--- src/design/led_pin_pkg.sv ---
// Constants, field layout and bus carriers for the LED and upper pin register.
// Assumes a 32-bit AXI4-Lite register bus and a single 100 MHz clock.
`default_nettype none
package led_pin_pkg;
  // ==========================================================
  // Register map
  localparam logic [11:0] CFG_OFFSET = 12'h024;
  localparam int ADDR_W = 12;
  localparam int NPINS = 3;
  // ==========================================================
  // Field positions
  localparam int LED_FUNCTION_SELECT_BIT = 31;
  localparam int PIN10_ROLE_LO = 24;
  localparam int PIN9_ROLE_LO = 20;
  localparam int PIN8_ROLE_LO = 16;
  localparam int DRIVER_LO = 8;
  localparam int DIR_LO = 4;
  localparam int DATA_LO = 0;
  // ==========================================================
  // Reset values
  localparam logic LED_FUNCTION_SELECT_RST = 1'b0;
  localparam logic [1:0] ROLE_RST = 2'h0;
  localparam logic [2:0] DRIVER_RST = 3'h0;
  localparam logic [2:0] DIR_RST = 3'h0;
  localparam logic [2:0] DATA_RST = 3'h0;
  // ==========================================================
  // Bus answers
  localparam logic [1:0] RESP_OKAY = 2'h0;
  localparam logic [1:0] RESP_SLVERR = 2'h2;
  // ==========================================================
  // Pin role codes
  typedef enum logic [1:0] {
    ROLE_GPIO = 2'h0,
    ROLE_LED = 2'h1,
    ROLE_MIRROR_A = 2'h2,
    ROLE_MIRROR_B = 2'h3
  } pin_role_e;

  typedef struct packed {
    logic awvalid;
    logic [ADDR_W-1:0] awaddr;
    logic wvalid;
    logic [31:0] wdata;
    logic [3:0] wstrb;
    logic bready;
    logic arvalid;
    logic [ADDR_W-1:0] araddr;
    logic rready;
  } axil_req_s;

  typedef struct packed {
    logic awready;
    logic wready;
    logic bvalid;
    logic [1:0] bresp;
    logic arready;
    logic rvalid;
    logic [31:0] rdata;
    logic [1:0] rresp;
  } axil_rsp_s;

  typedef struct packed {
    logic speed;
    logic link;
    logic activity;
    logic full_duplex;
  } phy_status_s;

  typedef struct packed {
    logic [3:0] rxd;
    logic crs;
    logic internal_phy_reset_n;
  } mii_mirror_s;
endpackage
`default_nettype wire

--- src/design/pin_sync.sv ---
// Two-flop synchroniser for the three upper pin input levels.
// Assumes asynchronous pin levels and the block clock.
`default_nettype none
module pin_sync (
  // Clock and reset
  input wire logic clk,
  input wire logic sys_rst,
  // Levels
  input wire logic [led_pin_pkg::NPINS-1:0] async_in,
  output logic [led_pin_pkg::NPINS-1:0] sync_out
);
  import led_pin_pkg::*;
  logic [NPINS-1:0] meta_q;

  // First stage is read by the second stage only
  always_ff @(posedge clk or posedge sys_rst) begin
    if (sys_rst) begin
      meta_q <= '0;
      sync_out <= '0;
    end else begin
      meta_q <= async_in;
      sync_out <= meta_q;
    end
  end
endmodule
`default_nettype wire

--- src/design/led_gpio_pin_config.sv ---
// LED function and upper pin (eight to ten) configuration register with pin muxing.
// Assumes AXI4-Lite master, PHY status and MII mirror inputs on clk, pins asynchronous.
//
// Behaviour
// - Of the three LED pins, bit 31 changes only the link LED.
// - Select zero: duplex LED shows activity.
// - Protected resets keep LED select.
// - No config memory: LED select resets zero.
// - Config memory image loads and restores select.
// - Bits 25:24 choose pin ten role.
// - Bits 21:20 choose pin nine role.
// - Bits 17:16 choose pin eight role.
// - Pin eight/nine LED depends on select.
// - Mirror roles follow internal signal continuously.
// - Bits 6:4 set pin direction.
// - Data bits drive outputs; reads show pins.
// - Data reset value follows pin levels.
`default_nettype none
module led_gpio_pin_config (
  // Clock and reset
  input wire logic clk,
  input wire logic sys_rst,
  // Soft resets and configuration image
  input wire logic lite_soft_reset,
  input wire logic usb_soft_reset,
  input wire logic reset_protect,
  input wire logic cfg_mem_present,
  input wire logic cfg_load_done,
  input wire logic cfg_led_select,
  // Register bus
  input wire led_pin_pkg::axil_req_s axil_req,
  output led_pin_pkg::axil_rsp_s axil_rsp,
  // Internal sources
  input wire led_pin_pkg::phy_status_s phy_status,
  input wire led_pin_pkg::mii_mirror_s mii_mirror,
  // LED pins, high means lit
  output logic speed_led_out,
  output logic link_activity_led_out,
  output logic duplex_led_out,
  // Upper pins, index 0 is pin eight
  input wire logic [led_pin_pkg::NPINS-1:0] pin_in,
  output logic [led_pin_pkg::NPINS-1:0] pin_out,
  output logic [led_pin_pkg::NPINS-1:0] pin_oe_n
);
  import led_pin_pkg::*;

  // ==========================================================
  // Register state
  logic led_function_select_q;
  pin_role_e pin10_role_select_q;
  pin_role_e pin9_role_select_q;
  pin_role_e pin8_role_select_q;
  logic [NPINS-1:0] upper_pin_driver_type_q;
  logic [NPINS-1:0] upper_pin_direction_q;
  logic [NPINS-1:0] upper_pin_data_q;
  logic [NPINS-1:0] pin_level;
  logic soft_reset;
  logic [31:0] cfg_word;

  assign soft_reset = lite_soft_reset | usb_soft_reset;

  pin_sync pin_sync_i (
    .clk(clk),
    .sys_rst(sys_rst),
    .async_in(pin_in),
    .sync_out(pin_level)
  );

  // ==========================================================
  // AXI4-Lite slave
  logic aw_held_q;
  logic w_held_q;
  logic [ADDR_W-1:0] awaddr_q;
  logic [31:0] wdata_q;
  logic [3:0] wstrb_q;
  logic bvalid_q;
  logic [1:0] bresp_q;
  logic rvalid_q;
  logic [31:0] rdata_q;
  logic [1:0] rresp_q;
  logic do_write;
  logic write_hit;
  logic [31:0] wmask;

  assign do_write = aw_held_q && w_held_q && !bvalid_q;
  assign write_hit = do_write && (awaddr_q[ADDR_W-1:2] == CFG_OFFSET[ADDR_W-1:2]);
  assign wmask = {{8{wstrb_q[3]}}, {8{wstrb_q[2]}}, {8{wstrb_q[1]}}, {8{wstrb_q[0]}}};

  always_ff @(posedge clk or posedge sys_rst) begin
    if (sys_rst) begin
      aw_held_q <= 1'b0;
      awaddr_q <= '0;
    end else if (axil_req.awvalid && !aw_held_q) begin
      aw_held_q <= 1'b1;
      awaddr_q <= axil_req.awaddr;
    end else if (do_write) begin
      aw_held_q <= 1'b0;
    end
  end

  always_ff @(posedge clk or posedge sys_rst) begin
    if (sys_rst) begin
      w_held_q <= 1'b0;
      wdata_q <= '0;
      wstrb_q <= '0;
    end else if (axil_req.wvalid && !w_held_q) begin
      w_held_q <= 1'b1;
      wdata_q <= axil_req.wdata;
      wstrb_q <= axil_req.wstrb;
    end else if (do_write) begin
      w_held_q <= 1'b0;
    end
  end

  always_ff @(posedge clk or posedge sys_rst) begin
    if (sys_rst) begin
      bvalid_q <= 1'b0;
      bresp_q <= RESP_OKAY;
    end else if (do_write) begin
      bvalid_q <= 1'b1;
      bresp_q <= write_hit ? RESP_OKAY : RESP_SLVERR;
    end else if (bvalid_q && axil_req.bready) begin
      bvalid_q <= 1'b0;
    end
  end

  // Reserved positions stay zero because the word is rebuilt from fields
  assign cfg_word = {led_function_select_q, 5'h00, pin10_role_select_q, 2'h0,
                     pin9_role_select_q, 2'h0, pin8_role_select_q, 5'h00,
                     upper_pin_driver_type_q, 1'b0, upper_pin_direction_q,
                     1'b0, pin_level};

  // Read accepted only while no answer waits, so arready is a plain term
  always_ff @(posedge clk or posedge sys_rst) begin
    if (sys_rst) begin
      rvalid_q <= 1'b0;
      rdata_q <= '0;
      rresp_q <= RESP_OKAY;
    end else if (axil_req.arvalid && !rvalid_q) begin
      rvalid_q <= 1'b1;
      if (axil_req.araddr[ADDR_W-1:2] == CFG_OFFSET[ADDR_W-1:2]) begin
        rdata_q <= cfg_word;
        rresp_q <= RESP_OKAY;
      end else begin
        rdata_q <= '0;
        rresp_q <= RESP_SLVERR;
      end
    end else if (rvalid_q && axil_req.rready) begin
      rvalid_q <= 1'b0;
    end
  end

  always_comb begin
    axil_rsp.awready = !aw_held_q;
    axil_rsp.wready = !w_held_q;
    axil_rsp.bvalid = bvalid_q;
    axil_rsp.bresp = bresp_q;
    axil_rsp.arready = !rvalid_q;
    axil_rsp.rvalid = rvalid_q;
    axil_rsp.rdata = rdata_q;
    axil_rsp.rresp = rresp_q;
  end

  // ==========================================================
  // LED function select
  always_ff @(posedge clk or posedge sys_rst) begin
    if (sys_rst) begin
      led_function_select_q <= LED_FUNCTION_SELECT_RST;
    end else if (write_hit && wstrb_q[3]) begin
      led_function_select_q <= wdata_q[LED_FUNCTION_SELECT_BIT];
    end else if (cfg_load_done && cfg_mem_present) begin
      led_function_select_q <= cfg_led_select;
    end else if (soft_reset && !reset_protect) begin
      led_function_select_q <= cfg_mem_present ? cfg_led_select : LED_FUNCTION_SELECT_RST;
    end
  end

  // ==========================================================
  // Pin configuration fields
  logic [31:0] merged;
  assign merged = (wdata_q & wmask) | (cfg_word & ~wmask);

  always_ff @(posedge clk or posedge sys_rst) begin
    if (sys_rst) begin
      pin10_role_select_q <= pin_role_e'(ROLE_RST);
      pin9_role_select_q <= pin_role_e'(ROLE_RST);
      pin8_role_select_q <= pin_role_e'(ROLE_RST);
    end else if (soft_reset) begin
      pin10_role_select_q <= pin_role_e'(ROLE_RST);
      pin9_role_select_q <= pin_role_e'(ROLE_RST);
      pin8_role_select_q <= pin_role_e'(ROLE_RST);
    end else if (write_hit) begin
      pin10_role_select_q <= pin_role_e'(merged[PIN10_ROLE_LO +: 2]);
      pin9_role_select_q <= pin_role_e'(merged[PIN9_ROLE_LO +: 2]);
      pin8_role_select_q <= pin_role_e'(merged[PIN8_ROLE_LO +: 2]);
    end
  end

  always_ff @(posedge clk or posedge sys_rst) begin
    if (sys_rst) begin
      upper_pin_driver_type_q <= DRIVER_RST;
      upper_pin_direction_q <= DIR_RST;
      upper_pin_data_q <= DATA_RST;
    end else if (soft_reset) begin
      upper_pin_driver_type_q <= DRIVER_RST;
      upper_pin_direction_q <= DIR_RST;
      upper_pin_data_q <= DATA_RST;
    end else if (write_hit) begin
      upper_pin_driver_type_q <= merged[DRIVER_LO +: NPINS];
      upper_pin_direction_q <= merged[DIR_LO +: NPINS];
      // Data lane holds live pin levels, so only written bytes update it
      if (wstrb_q[0]) begin
        upper_pin_data_q <= wdata_q[DATA_LO +: NPINS];
      end
    end
  end

  // ==========================================================
  // LED and pin muxing
  logic led8_src;
  logic led9_src;
  logic [NPINS-1:0] drive_val;
  logic [NPINS-1:0] is_output;
  pin_role_e role [NPINS];

  assign role[0] = pin8_role_select_q;
  assign role[1] = pin9_role_select_q;
  assign role[2] = pin10_role_select_q;
  assign led8_src = led_function_select_q ? phy_status.link : phy_status.full_duplex;
  assign led9_src = led_function_select_q ? phy_status.activity
                  : (phy_status.link & ~phy_status.activity);

  always_ff @(posedge clk or posedge sys_rst) begin
    if (sys_rst) begin
      speed_led_out <= 1'b0;
      link_activity_led_out <= 1'b0;
      duplex_led_out <= 1'b0;
    end else begin
      speed_led_out <= phy_status.speed;
      // Activity blinks the link LED off in combined mode
      link_activity_led_out <= led_function_select_q ? phy_status.link
                             : (phy_status.link & ~phy_status.activity);
      duplex_led_out <= phy_status.activity;
    end
  end

  always_comb begin
    drive_val = upper_pin_data_q;
    unique case (pin8_role_select_q)
      ROLE_GPIO: drive_val[0] = upper_pin_data_q[0];
      ROLE_LED: drive_val[0] = led8_src;
      ROLE_MIRROR_A: drive_val[0] = mii_mirror.rxd[2];
      ROLE_MIRROR_B: drive_val[0] = mii_mirror.crs;
    endcase
    unique case (pin9_role_select_q)
      ROLE_GPIO: drive_val[1] = upper_pin_data_q[1];
      ROLE_LED: drive_val[1] = led9_src;
      ROLE_MIRROR_A: drive_val[1] = mii_mirror.rxd[1];
      ROLE_MIRROR_B: drive_val[1] = mii_mirror.internal_phy_reset_n;
    endcase
    unique case (pin10_role_select_q)
      ROLE_GPIO: drive_val[2] = upper_pin_data_q[2];
      ROLE_LED: drive_val[2] = phy_status.speed;
      ROLE_MIRROR_A: drive_val[2] = mii_mirror.rxd[0];
      ROLE_MIRROR_B: drive_val[2] = mii_mirror.rxd[3];
    endcase
  end

  // Any non-GPIO role forces the pin to output
  genvar gi;
  generate
    for (gi = 0; gi < NPINS; gi++) begin : g_pin
      assign is_output[gi] = upper_pin_direction_q[gi] || (role[gi] != ROLE_GPIO);
      always_ff @(posedge clk or posedge sys_rst) begin
        if (sys_rst) begin
          pin_out[gi] <= 1'b0;
          pin_oe_n[gi] <= 1'b1;
        end else begin
          pin_out[gi] <= drive_val[gi];
          // Open drain only pulls low; a high level floats to the pull-up
          pin_oe_n[gi] <= !(is_output[gi] && (upper_pin_driver_type_q[gi] || !drive_val[gi]));
        end
      end
    end
  endgenerate
endmodule
`default_nettype wire

--- config.mk ---
export PLATFORM = sky130hd
export DESIGN_NAME = led_gpio_pin_config
export DESIGN_NICKNAME = d
export VERILOG_FILES = /design/src/design/led_pin_pkg.sv /design/src/design/pin_sync.sv /design/src/design/led_gpio_pin_config.sv
export SDC_FILE = /design/constraint.sdc
export NUM_CORES = 1
export LEC_CHECK = 0
export CAP_MARGIN = 30
export CORE_MARGIN = 8
export CORE_UTILIZATION = 45
export DETAILED_ROUTE_END_ITERATION = 16
export DONT_BUFFER_PORTS = 1
export GPL_ROUTABILITY_DRIVEN = 0
export SLEW_MARGIN = 20
export SYNTH_ARGS = -nofsm -noshare
export SYNTH_HDL_FRONTEND = slang
export SYNTH_SLANG_ARGS = --single-unit
--- constraint.sdc ---
create_clock -name clk -period 4.05 [get_ports clk]
set_clock_uncertainty 0.1 [all_clocks]
set_input_delay 0.405 -clock clk [delete_from_list [all_inputs] [get_ports clk]]
set_output_delay 0.405 -clock clk [all_outputs]
set_load 0.1 [all_outputs]
==> impl_metrics.json <==
{
  "outcome": "completed",
  "pwr-share-comb_pct": 22.4,
  "diodes": 0,
  "port_buffers": 0,
  "root_buffer": "clkbuf_8",
  "synth_cell_type_count": 37,
  "top_usage_layer": "met2",
  "ir_drop_uv": 610,
  "dieHeight_um": 105,
  "r2r_setup_slack_ns": 1.46,
  "dp_hpwl_um": 5390,
  "synth_warnings": 0,
  "first_pass_iters": 4,
  "post-route-period-util_pct": 63.9,
  "r2r-start": "rvalid_q",
  "internal_power_w": 0.00164,
  "final_common_cell": "dfrtp_1",
  "max-clock-path-buffers": 2,
  "hold_violations": 0,
  "start_util_pct": 46.1,
  "worst_slew_pin_slew_ns": 0.925,
  "hp-class": "primary input to flip-flop",
  "critPathSlowestCell": "dfrtp_1",
  "vias": 2012,
  "synth_area_um2": 3540,
  "mostFrequentLayoutCells": "dfrtp_1 (80), mux2_2 (33), nand2_1 (33), conb_1 (18)",
  "synthCells": 272,
  "cts_resized": 0,
  "core_area_um2": 7690,
  "dr.first_iter.drc_count": 55,
  "final_max_slew_viol_count": 0,
  "wl_um": 7200,
  "rsz0062_at_grt": "false",
  "crit_start": "rvalid_q",
  "layout_setup_ws_ns": 1.46,
  "dp_slack_ns": 1.16,
  "antenna_left": 0,
  "seqCellArea_um2": 2080,
  "ys_seq_area_share_pct": 58.7,
  "crit_fanout": 19,
  "gr-total-overflow": 0,
  "area_growth_pct": 10.8,
  "die_area_um2": 11000,
  "die_x_um": 105,
  "first_global_vias": 2192,
  "yosys-top-cells-area": "dfrtp_1 (56%), mux2_2 (10%), mux2i_1 (4.5%)",
  "num_rows": 32,
  "worst_ep_arrival_time_ns": 2.76,
  "cts_tree": "yes",
  "max_cap_violations": 0,
  "cts_num_sinks": 83,
  "p_sw_w": 0.000801,
  "stdcell_area_um2": 3930,
  "finalSetupViolations": 0,
  "maxSlewHeadroom_pct": 38.4,
  "critPathCaptureType": "flip-flop",
  "ctsHtreeMaxLevel": 3,
  "wl_per_cell_um": 18.6,
  "cp_slowest_stage_delay_ns": 0.75,
  "drive_above_1_share_pct": 26.4,
  "clock_latency_ns": 0.34,
  "fin_util_pct": 51.1,
  "tns_ns": 0,
  "async_flop_share_pct": 100,
  "pwr-share-seq_pct": 48.3,
  "fillCellCount": 706,
  "p_leak_nw": 1.70,
  "multiInputGateArea_um2": 1300,
  "numCtsBuffers": 9,
  "fin_nets": 365,
  "ff2ff_path_depth": 4,
  "dpl.cell_count": 362,
  "synth-seq-cells": 83,
  "crit_chain": "nand2b_1, nor4bb_4, buf_6, a22o_1",
  "track_usage_pct": 13.3,
  "critPathLaunchType": "flip-flop",
  "finalNonFillerCells": 386,
  "synth_top_cell_by_area": "dfrtp_1",
  "met3_usage_pct": 6.45,
  "crit_required_ns": 4.23,
  "synth_edf_count": 0,
  "grt_pass1_wl_um": 11700,
  "use_met1_pct": 15.5,
  "hold_depth": 1,
  "min_to": "link_activity_led_out",
  "post_cts_buffers": 0,
  "placed_area_um2": 3590,
  "rr_endpoint": "rdata_q[2]",
  "power_density_nw_per_um2": 620,
  "antenna_found_initial": 2,
  "clockPowerShare_pct": 29.4,
  "max_freq_mhz": 386,
  "synth_top_area_share_pct": 56.5,
  "post-route-drc-count": 0,
  "min_period_ns": 2.59,
  "ios": 136,
  "swShare_pct": 32.9,
  "clkTransAtPathRegs_ns": 0.09,
  "synth.avg_cell_area_um2": 13.0,
  "use_met2_pct": 20.7,
  "critPathKind": "flip-flop to flip-flop",
  "hp-start": "phy_status[1]",
  "grt_max_degree": 51,
  "synth_ff_type": "dfrtp_1",
  "drt-vias-per-instance": 5.21
}
[power by group through the flow]
stage,clock [W],combinational [W],sequential [W]
floorplan,0,0.000569,0.00111
global placement,0,0.000522,0.00119
detailed placement,0,0.000544,0.00119
CTS,0.000736,0.000549,0.00118
global route,0.000766,0.000584,0.00121
finish,0.000716,0.000545,0.00118
[sequential cells by signal, summed over array words and instances (netlist names), 2 cells and up]
register,count
rdata_q,16
wdata_q,16
awaddr_q,10
wstrb_q,4
pin_oe_n,3
pin_out,3
pin_sync_i.meta_q,3
pin_sync_i.sync_out,3
upper_pin_data_q,3
upper_pin_direction_q,3
upper_pin_driver_type_q,3
pin10_role_select_q,2
pin8_role_select_q,2
pin9_role_select_q,2
[how the worst max path moves through the flow]
stage,to,cells past startpoint
4_1_cts,rdata_q[2],3
6_report,rdata_q[2],4
2_1_floorplan,aw_held_q,1
3_5_place_dp,rdata_q[2],3
3_3_place_gp,rdata_q[16],3
5_1_grt,rdata_q[2],4
[cell type report]
class	instances	area share [%]
inverters	10	0.987
clock buffers	9	3.15
multi-input cells	164	33.2
well taps	102	3.25
repair buffers	11	3.28
clock inverters	7	3.18
flip-flops and latches	83	53.0
[kinds of logic after synthesis]
kind of cell	count (synthesis)	share of synthesized area, %
DFF	83	58.7
muxes	51	16.0
other	1	0.106
AOI/OAI and AO/OA	35	7.73
buffers and inverters	42	6.88
and+or+nand+nor	60	10.6
[per-stage QoR]
step           hold WS (ns)  power (W)
6_report             0.0516    0.00244
5_1_grt              0.0334    0.00256
4_1_cts              0.0185    0.00246
3_5_place_dp          0.235    0.00174
3_3_place_gp          0.234    0.00171
2_1_floorplan         0.231    0.00167
[repair_timing]
item                                   4_1_cts  5_1_grt
setup endpoints to repair                    0        0
endpoints found under the hold margin        5       14
hold buffers                                 5        1
[synthesized netlist by cell type, types with 3 or more instances]
cell / instances
nor2b_1: 4
dfrtp_1: 80
nor2_1: 3
mux2i_1: 16
a22o_1: 16
mux2_2: 33
buf_2: 3
nor4_4: 4
nor3_1: 4
clkbuf_1: 7
nand2_1: 33
inv_1: 10
o21ai_0: 4
buf_4: 20
dfstp_2: 3
or3b_2: 4
[critical path, delay by kind of cell (launching register included)]
family | cells | cell delay, ns
simple gates | 2 | 1.31
flops | 1 | 0.75
buf+inv | 1 | 0.22
compound gates | 1 | 0.15
[metal layers]
| layer | share of wire (%) | wire length [um] |
|---|---|---|
| met5 | 0.32 | 23 |
| met4 | 1.3 | 96 |
| met1 | 40 | 2890 |
| met2 | 48 | 3450 |
| met3 | 10 | 732 |
Power figures use the tool's default switching activity.
